===== src/pmc_map.svh =====
// register offsets, field positions, reset values and timing counts for the mode control block
`ifndef PMC_MAP_SVH
`define PMC_MAP_SVH

`define PMC_ADDR_CTRL 5'h00
`define PMC_ADDR_PAGE 5'h1F
`define PMC_PAGE_MAIN 16'h0000

`define PMC_B_SRST 15
`define PMC_B_LOOP 14
`define PMC_B_SPD_LSB 13
`define PMC_B_ANEG 12
`define PMC_B_PDOWN 11
`define PMC_B_ISO 10
`define PMC_B_RESTART 9
`define PMC_B_DUPLEX 8
`define PMC_B_COLTEST 7
`define PMC_B_SPD_MSB 6
`define PMC_B_UNIDIR 5

`define PMC_CTRL_RST 16'h1040
`define PMC_CTRL_WMASK 16'h7DE0

`define PMC_CLK_PERIOD_NS 10
`define PMC_SRST_WAIT_NS 1000
`define PMC_SRST_CYC ((`PMC_SRST_WAIT_NS + `PMC_CLK_PERIOD_NS - 1) / `PMC_CLK_PERIOD_NS)

`endif


===== src/pmc_pkg.sv =====
// types shared by the mode control block
package pmc_pkg;

    typedef enum logic [1:0] {
        PMC_SPD_10 = 2'h0,
        PMC_SPD_100 = 2'h1,
        PMC_SPD_1000 = 2'h2,
        PMC_SPD_RSVD = 2'h3
    } pmc_speed_t;

    typedef enum logic [2:0] {
        PMC_MEDIA_COPPER = 3'h0,
        PMC_MEDIA_PROTO = 3'h1,
        PMC_MEDIA_1000X = 3'h2,
        PMC_MEDIA_100FX = 3'h3
    } pmc_media_t;

    typedef enum logic [3:0] {
        PMC_ST_IDLE = 4'h1,
        PMC_ST_HDR = 4'h2,
        PMC_ST_TA = 4'h4,
        PMC_ST_DATA = 4'h8
    } pmc_mdio_st_t;

endpackage : pmc_pkg


===== src/pmc_mdio_slave.sv =====
// serial management interface slave: frame decode, register write strobe, read shift-out
`timescale 1ns/1ps
module pmc_mdio_slave (
    input wire logic ref_clk_i,
    input wire logic srst_i,
    input wire logic mdc_i,
    input wire logic mdio_i,
    input wire logic [4:0] phy_addr_i,
    input wire logic [15:0] rd_data_i,
    output logic mdio_o,
    output logic mdio_oe_n_o,
    output logic [4:0] reg_addr_o,
    output logic wr_stb_o,
    output logic [15:0] wr_data_o
);
    logic [2:0] mdc_s_r;
    logic [2:0] mdio_s_r;
    logic mdc_lvl_r;
    logic mdio_lvl_r;
    pmc_pkg::pmc_mdio_st_t st_r;
    logic [3:0] cnt_r;
    logic [15:0] sh_r;
    logic prev_r;
    logic is_rd_r;
    logic match_r;
    logic [4:0] addr_r;
    logic oe_n_r;
    logic out_r;
    logic wr_stb_r;
    logic [15:0] wr_data_r;

    wire mdc_agree = (mdc_s_r[1] == mdc_s_r[2]);
    wire mdio_agree = (mdio_s_r[1] == mdio_s_r[2]);
    wire mdc_rise = mdc_agree && mdc_s_r[2] && !mdc_lvl_r;
    wire bit_in = mdio_agree ? mdio_s_r[2] : mdio_lvl_r;
    wire [11:0] hdr = {sh_r[10:0], bit_in};
    wire hdr_rd = (hdr[11:10] == 2'h2);
    wire hdr_wr = (hdr[11:10] == 2'h1);
    wire hdr_match = (hdr[9:5] == phy_addr_i) && (hdr_rd || hdr_wr);

    // pins cross in through three flops; a level counts once stages two and three agree
    always_ff @(posedge ref_clk_i) begin
        mdc_s_r <= {mdc_s_r[1:0], mdc_i};
        mdio_s_r <= {mdio_s_r[1:0], mdio_i};
        if (srst_i) begin
            mdc_lvl_r <= 1'b0;
            mdio_lvl_r <= 1'b1;
        end else begin
            if (mdc_agree) mdc_lvl_r <= mdc_s_r[2];
            if (mdio_agree) mdio_lvl_r <= mdio_s_r[2];
        end
    end

    // frames without a preamble are accepted, so preamble suppression works
    always_ff @(posedge ref_clk_i) begin
        if (srst_i) begin
            st_r <= pmc_pkg::PMC_ST_IDLE;
            cnt_r <= 4'h0;
            sh_r <= 16'h0000;
            prev_r <= 1'b1;
            is_rd_r <= 1'b0;
            match_r <= 1'b0;
            addr_r <= 5'h00;
            oe_n_r <= 1'b1;
            out_r <= 1'b0;
            wr_stb_r <= 1'b0;
            wr_data_r <= 16'h0000;
        end else begin
            wr_stb_r <= 1'b0;
            if (mdc_rise) begin
                unique case (st_r)
                    pmc_pkg::PMC_ST_IDLE: begin
                        prev_r <= bit_in;
                        cnt_r <= 4'h0;
                        if (!prev_r && bit_in) st_r <= pmc_pkg::PMC_ST_HDR;
                    end
                    pmc_pkg::PMC_ST_HDR: begin
                        sh_r <= {sh_r[14:0], bit_in};
                        cnt_r <= cnt_r + 4'h1;
                        if (cnt_r == 4'hB) begin
                            addr_r <= hdr[4:0];
                            is_rd_r <= hdr_rd;
                            match_r <= hdr_match;
                            cnt_r <= 4'h0;
                            st_r <= pmc_pkg::PMC_ST_TA;
                        end
                    end
                    pmc_pkg::PMC_ST_TA: begin
                        cnt_r <= 4'h1;
                        if (cnt_r == 4'h0) begin
                            sh_r <= rd_data_i;
                            if (match_r && is_rd_r) begin
                                oe_n_r <= 1'b0;
                                out_r <= 1'b0;
                            end
                        end else begin
                            cnt_r <= 4'h0;
                            st_r <= pmc_pkg::PMC_ST_DATA;
                            out_r <= sh_r[15];
                            sh_r <= {sh_r[14:0], bit_in};
                        end
                    end
                    pmc_pkg::PMC_ST_DATA: begin
                        cnt_r <= cnt_r + 4'h1;
                        out_r <= sh_r[15];
                        sh_r <= {sh_r[14:0], bit_in};
                        if (cnt_r == 4'hF) begin
                            oe_n_r <= 1'b1;
                            prev_r <= 1'b1;
                            st_r <= pmc_pkg::PMC_ST_IDLE;
                            if (match_r && !is_rd_r) begin
                                wr_stb_r <= 1'b1;
                                wr_data_r <= {sh_r[14:0], bit_in};
                            end
                        end
                    end
                endcase
            end
        end
    end

    assign mdio_o = out_r;
    assign mdio_oe_n_o = oe_n_r;
    assign reg_addr_o = addr_r;
    assign wr_stb_o = wr_stb_r;
    assign wr_data_o = wr_data_r;
endmodule : pmc_mdio_slave


===== src/pmc_mode_ctrl.sv =====
// mode control register of one phy port, with its effect on the mac-side path
`timescale 1ns/1ps
`include "pmc_map.svh"
module pmc_mode_ctrl #(
    parameter int DATA_W = 8
) (
    input wire logic ref_clk_i,
    input wire logic srst_i,
    input wire logic mdc_i,
    input wire logic mdio_i,
    output logic mdio_o,
    output logic mdio_oe_n_o,
    input wire logic [4:0] phy_addr_i,
    input wire pmc_pkg::pmc_media_t media_mode_i,
    input wire logic link_up_i,
    input wire logic mac_tx_en_i,
    input wire logic [DATA_W-1:0] mac_txd_i,
    input wire logic media_col_i,
    input wire logic [DATA_W-1:0] media_rxd_i,
    output logic loopback_o,
    output pmc_pkg::pmc_speed_t speed_o,
    output logic aneg_en_o,
    output logic aneg_restart_o,
    output logic power_down_o,
    output logic isolate_o,
    output logic full_duplex_o,
    output logic collision_test_o,
    output logic soft_reset_o,
    output logic tx_enable_o,
    output logic [DATA_W-1:0] media_txd_o,
    output logic [DATA_W-1:0] mac_rxd_o,
    output logic mac_rx_oe_n_o,
    output logic mac_col_o
);
    localparam int SRST_CYC = `PMC_SRST_CYC;
    localparam int BW = $clog2(SRST_CYC + 1);

    logic [4:0] reg_addr;
    logic wr_stb;
    logic [15:0] wr_data;
    logic [15:0] rd_data;

    logic [15:0] ctrl_r;
    logic [15:0] ctrl_nxt;
    logic [15:0] page_r;
    logic [BW-1:0] busy_cnt_r;
    logic restart_r;
    logic tx_en_r;
    logic [DATA_W-1:0] media_txd_r;
    logic [DATA_W-1:0] mac_rxd_r;
    logic mac_col_r;

    pmc_mdio_slave u_mgmt (
        .ref_clk_i(ref_clk_i),
        .srst_i(srst_i),
        .mdc_i(mdc_i),
        .mdio_i(mdio_i),
        .phy_addr_i(phy_addr_i),
        .rd_data_i(rd_data),
        .mdio_o(mdio_o),
        .mdio_oe_n_o(mdio_oe_n_o),
        .reg_addr_o(reg_addr),
        .wr_stb_o(wr_stb),
        .wr_data_o(wr_data)
    );

    // register decode; the main page must be selected before the control word is reached
    wire busy = (busy_cnt_r != '0);
    wire page_main = (page_r == `PMC_PAGE_MAIN);
    wire wr_ctrl = wr_stb && !busy && page_main && (reg_addr == `PMC_ADDR_CTRL);
    wire wr_page = wr_stb && !busy && (reg_addr == `PMC_ADDR_PAGE);
    wire srst_req = wr_ctrl && wr_data[`PMC_B_SRST];

    // field views of the control word
    wire loop_f = ctrl_r[`PMC_B_LOOP];
    wire aneg_f = ctrl_r[`PMC_B_ANEG];
    wire pdown_f = ctrl_r[`PMC_B_PDOWN];
    wire iso_f = ctrl_r[`PMC_B_ISO];
    wire dup_f = ctrl_r[`PMC_B_DUPLEX];
    wire col_f = ctrl_r[`PMC_B_COLTEST];
    wire uni_f = ctrl_r[`PMC_B_UNIDIR];

    // default field values
    // writes during the reset hold time are dropped, the manager's wait makes this safe
    // reset hold window
    assign ctrl_nxt = srst_req ? `PMC_CTRL_RST :
                      wr_ctrl ? (wr_data & `PMC_CTRL_WMASK) : ctrl_r;

    // unidirectional only when forced full duplex
    wire uni_eff = uni_f && !aneg_f && dup_f;
    wire fiber = (media_mode_i == pmc_pkg::PMC_MEDIA_1000X) ||
                 (media_mode_i == pmc_pkg::PMC_MEDIA_100FX);
    wire tx_en_nxt = !pdown_f && !busy && (link_up_i || (uni_eff && fiber));
    wire restart_nxt = wr_ctrl && !srst_req && wr_data[`PMC_B_RESTART] &&
                       !wr_data[`PMC_B_PDOWN];
    wire [DATA_W-1:0] media_txd_nxt = (iso_f || !tx_en_r) ? '0 : mac_txd_i;
    wire [DATA_W-1:0] mac_rxd_nxt = iso_f ? '0 : (loop_f ? mac_txd_i : media_rxd_i);
    wire mac_col_nxt = !iso_f && (col_f ? mac_tx_en_i : (media_col_i && !dup_f));

    // reset bit reads one until done
    wire [15:0] ctrl_rd = {busy, ctrl_r[14:5], 5'h00};
    assign rd_data = (page_main && reg_addr == `PMC_ADDR_CTRL) ? ctrl_rd :
                     (reg_addr == `PMC_ADDR_PAGE) ? page_r : 16'h0000;

    always_ff @(posedge ref_clk_i) begin
        if (srst_i) begin
            ctrl_r <= `PMC_CTRL_RST;
            page_r <= `PMC_PAGE_MAIN;
        end else begin
            ctrl_r <= ctrl_nxt;
            if (srst_req) page_r <= `PMC_PAGE_MAIN;
            else if (wr_page) page_r <= wr_data;
        end
    end

    always_ff @(posedge ref_clk_i) begin
        if (srst_i) busy_cnt_r <= '0;
        else if (srst_req) busy_cnt_r <= BW'(SRST_CYC);
        else if (busy) busy_cnt_r <= busy_cnt_r - BW'(1);
    end

    always_ff @(posedge ref_clk_i) begin
        if (srst_i) begin
            restart_r <= 1'b0;
            tx_en_r <= 1'b0;
            media_txd_r <= '0;
            mac_rxd_r <= '0;
            mac_col_r <= 1'b0;
        end else begin
            restart_r <= restart_nxt;
            tx_en_r <= tx_en_nxt;
            media_txd_r <= media_txd_nxt;
            mac_rxd_r <= mac_rxd_nxt;
            mac_col_r <= mac_col_nxt;
        end
    end

    assign loopback_o = loop_f;
    // speed code from bits 6 and 13
    assign speed_o = pmc_pkg::pmc_speed_t'({ctrl_r[`PMC_B_SPD_MSB], ctrl_r[`PMC_B_SPD_LSB]});
    assign aneg_en_o = aneg_f;
    assign aneg_restart_o = restart_r;
    assign power_down_o = pdown_f;
    assign isolate_o = iso_f;
    // half duplex legality is software's duty
    assign full_duplex_o = dup_f;
    assign collision_test_o = col_f;
    assign soft_reset_o = busy;
    assign tx_enable_o = tx_en_r;
    assign media_txd_o = media_txd_r;
    assign mac_rxd_o = mac_rxd_r;
    assign mac_rx_oe_n_o = iso_f;
    assign mac_col_o = mac_col_r;
endmodule : pmc_mode_ctrl


===== config.mk =====
export PLATFORM = sky130hd
export DESIGN_NAME = pmc_mode_ctrl
export DESIGN_NICKNAME = d
export VERILOG_FILES = /design/src/pmc_pkg.sv /design/src/pmc_mdio_slave.sv /design/src/pmc_mode_ctrl.sv
export VERILOG_INCLUDE_DIRS = /design/src
export SDC_FILE = /design/constraint.sdc
export NUM_CORES = 1
export LEC_CHECK = 0
export BUFFER_PORTS_ARGS = -buffer_cell sky130_fd_sc_hd__buf_2
export CORE_MARGIN = 8
export CORE_UTILIZATION = 34
export CTS_CLUSTER_SIZE = 12
export DETAILED_ROUTE_END_ITERATION = 12
export PLACE_DENSITY = 0.58
export SETUP_SLACK_MARGIN = 0.5
export SLEW_MARGIN = 20
export SYNTH_ARGS = -nofsm -noshare
export SYNTH_HDL_FRONTEND = slang
export SYNTH_SLANG_ARGS = --single-unit

===== constraint.sdc =====
create_clock -name ref_clk_i -period 2.5 [get_ports ref_clk_i]
set_input_delay 0.125 -clock ref_clk_i [delete_from_list [all_inputs] [get_ports ref_clk_i]]
set_output_delay 0.125 -clock ref_clk_i [all_outputs]
set_load 0.005 [all_outputs]

==> out/results.tsv <==
metric	value	unit
pin count of the biggest net entering global routing	45	
Worst VDD drop	0.333	mV
Flop pwr share	0.498	
top-area cell type share of the netlist area	0.462	
Tightest Hold Check Type	input port to flip-flop	
Netlist cell types	62	
PD cells	662	nW/um^2
Layout area overhead	18.8	%
Worst R2R End	u_mgmt.reg_addr_o[3]	
Boundary Pins	62	
Buf/Inv on CP	3	
nature of the critical path endpoint	output port	
DIE HEIGHT	134	um
Seq/Total Area, Yosys	0.462	
cell with the most instances after synthesis	dfxtp_1	
clk_lat worst skew	0.35	ns
final routed DRC violation total	0	
Critical-path top delay cell	dfxtp_1	
vias per cell	5.30	
critical path's top delay family	simple AND/OR/NAND/NOR gates	
unrepaired setup endpoints after global routing	yes	
WP data required	2.38	ns
fill count	1387	
crit-path max FO	8	
Die W	134	um
Mapped Area	4770	um^2
Hold Path Sink	mac_rxd_o[7]	
actual slew at the worst max-slew pin	0.825	ns
Syn Nets	561	
clock root cell	clkbuf_16	
area of the multi-input gates	2340	um^2
period utilization	0.768	
Pre-antenna DRT Iters	4	
Setup Skew	0.00823	ns
max_slew headroom	0.449	
initial antenna violation count	0	
critical path class	flip-flop to output port	
fin crit period	1.92	ns
CTS clk-pin slew, worst paths	0.08	ns
ys async rst share	0	
FF-to-FF path depth	5	
maxcap violations	0	
hold path depth	3	
critical path arrival	1.79	ns
Synth Flop Type	dfxtp_1	
met3 usage in global routing	0.0316	
NetSw	0.000936	W
status	completed	
CP startpoint kind	flip-flop	
Fin Hold WS	0.0105	ns
Synth Register Bits	110	
antenna cells	0	
Mean Syn Cell Area	9.09	um^2
Die Area	18100	um^2
Critical Path Stages	7	
crit path from	busy_cnt_r[0]	
number of flops mapped to enable cells by yosys	0	
share of post-route cells with drive strength above 1	0.213	
Synth area leader	dfxtp_1	
TritonCTS clock tree	yes	
clock share of power	0.392	
Clock Path Buffers	2	
WL final	12200	um
Max stage delay on crit path	0.34	ns
gpl congestion	0.772	
Final Net Count	614	
Post-DRT Antenna Nets	0	
DP HPWL	8400	um
total CTS buffers	9	
Int Power	0.00282	W
DR vias	4047	
Leak	2.26	nW
grt met2 use	0.220	
min-delay src	media_rxd_i[7]	
final setup TNS	0	ns
combinational share of power	0.110	
final count of hold timing violations	0	
Critical Path, Cell by Cell	inv_1, ha_1, nor3b_4, nand2_1, nor2_2, bufinv_8, buf_2	
Synth Warn #	0	
Finished Layout Cells	763	
Switching Share	0.249	
Slew Limit Fails	0	
clock sink count	110	
Post-DP Area	5180	um^2
vias in the first global route	3878	
synthesized instance count	525	
internal reg-to-reg setup slack	0.59	ns
Inst Count DP	734	
Synth top cells by count	dfxtp_1, nor2_1, nand3_1	
top cells by area, synth	dfxtp_1, mux2i_1, nor2_1, nand3_1, o21ai_0	
post-route cell area	5670	um^2
drt first-iter violations	249	
Setup violations, final	0	
H-tree levels	3	
first-pass GRT wire length	19700	um
Fmax	0.521	GHz
core area	13800	um^2
Starting Density	0.346	
GR Overflow Total	0	
worst r2r src	u_mgmt.st_r[0]	
GR peak layer	met2	
port bufs	60	
Site Rows	43	
Register Area	2200	um^2
Tot GR Track Use	0.135	
WL/cell	16.0	um
GRT met1 Usage	0.167	
[kinds of logic after synthesis]
family / count (synthesis) / share of synthesized area
AO/OA/AOI/OAI: 119 / 0.164
XOR/XNOR: 9 / 0.0165
adder cells (fa/ha/maj): 6 / 0.0152
buffers and inverters: 56 / 0.0559
flip-flops: 110 / 0.462
multiplexers: 34 / 0.0713
AND/OR/NAND/NOR: 191 / 0.216
[how the worst max path moves through the flow]
stage,to,slack (ns)
global placement,u_mgmt.reg_addr_o[0],0.50
CTS,soft_reset_o,0.46
detailed placement,u_mgmt.reg_addr_o[1],0.47
global route,page_r[11],0.40
floorplan,ctrl_r[5],0.78
finish,soft_reset_o,0.58
[worst reg2reg max path, cell delays in order (launching register included)]
cell and delay, ns:
dfxtp_1 0.39, or4b_4 0.61, nor3b_4 0.31, buf_4 0.23
mux2i_1 0.19, nor2_1 0.06
[what timing repair did]
item / 4_1_cts / 5_1_grt
gates resized for setup: 3 / 8
hold buffers: 11 / 0
endpoints found under the setup margin: 6 / 34
pin swaps: 0 / 1
endpoints found under the hold margin: 11 / 0
buffers inserted: 0 / 2
[flip-flops by register name, indices dropped and copies added, names as in the netlist, 3 cells and up]
register           flops
u_mgmt.mdio_s_r        3
mac_rxd_o              8
ctrl_r                 9
page_r                16
busy_cnt_r             7
u_mgmt.reg_addr_o      5
u_mgmt.sh_r           16
u_mgmt.cnt_r           4
u_mgmt.st_r            4
u_mgmt.mdc_s_r         3
u_mgmt.wr_data_o      16
media_txd_o            8
[area by class of cell]
type,instances,share of cell area
clock buffer,9,0.0397
inverter,11,0.00971
multi-input combinational,359,0.412
timing repair buffer,87,0.0958
sequential,110,0.389
tap,180,0.0397
clock inverter,7,0.0141
[power groups by stage]
| stage | registers [W] | logic, W | clock network (W) |
|---|---|---|---|
| 2_1_floorplan | 0.00189 | 0.000250 | 0 |
| 4_1_cts | 0.00187 | 0.000386 | 0.00151 |
| 5_1_grt | 0.00188 | 0.000465 | 0.00159 |
| 6_report | 0.00187 | 0.000414 | 0.00147 |
| 3_5_place_dp | 0.00191 | 0.000358 | 0 |
| 3_3_place_gp | 0.00190 | 0.000353 | 0 |
[cells in the final DEF (no fill, tap or decap), drive strengths merged, types with 13 or more instances in the layout]
cell type and n:
nor3 19, nor4 13, nand3 39, a211oi 21, nand2 17, dfxtp 110
o21ai 37, buf 76, a21oi 25, inv 13, nor2 53, mux2i 34
[metrics by stage]
stage	setup WS [ns]	utilization	power (W)
3_3_place_gp	0.496	0.376	0.00225
6_report	0.580	0.412	0.00375
4_1_cts	0.460	0.407	0.00376
5_1_grt	0.401	0.412	0.00393
3_5_place_dp	0.469	0.376	0.00226
2_1_floorplan	0.778	-	0.00214
[layer usage]
layer | part of all wire | wire (um)
met5 | 0 | 0
met4 | 0.015 | 187
met3 | 0.041 | 497
met2 | 0.49 | 5940
met1 | 0.46 | 5540
(Power assumes the default switching activity.)
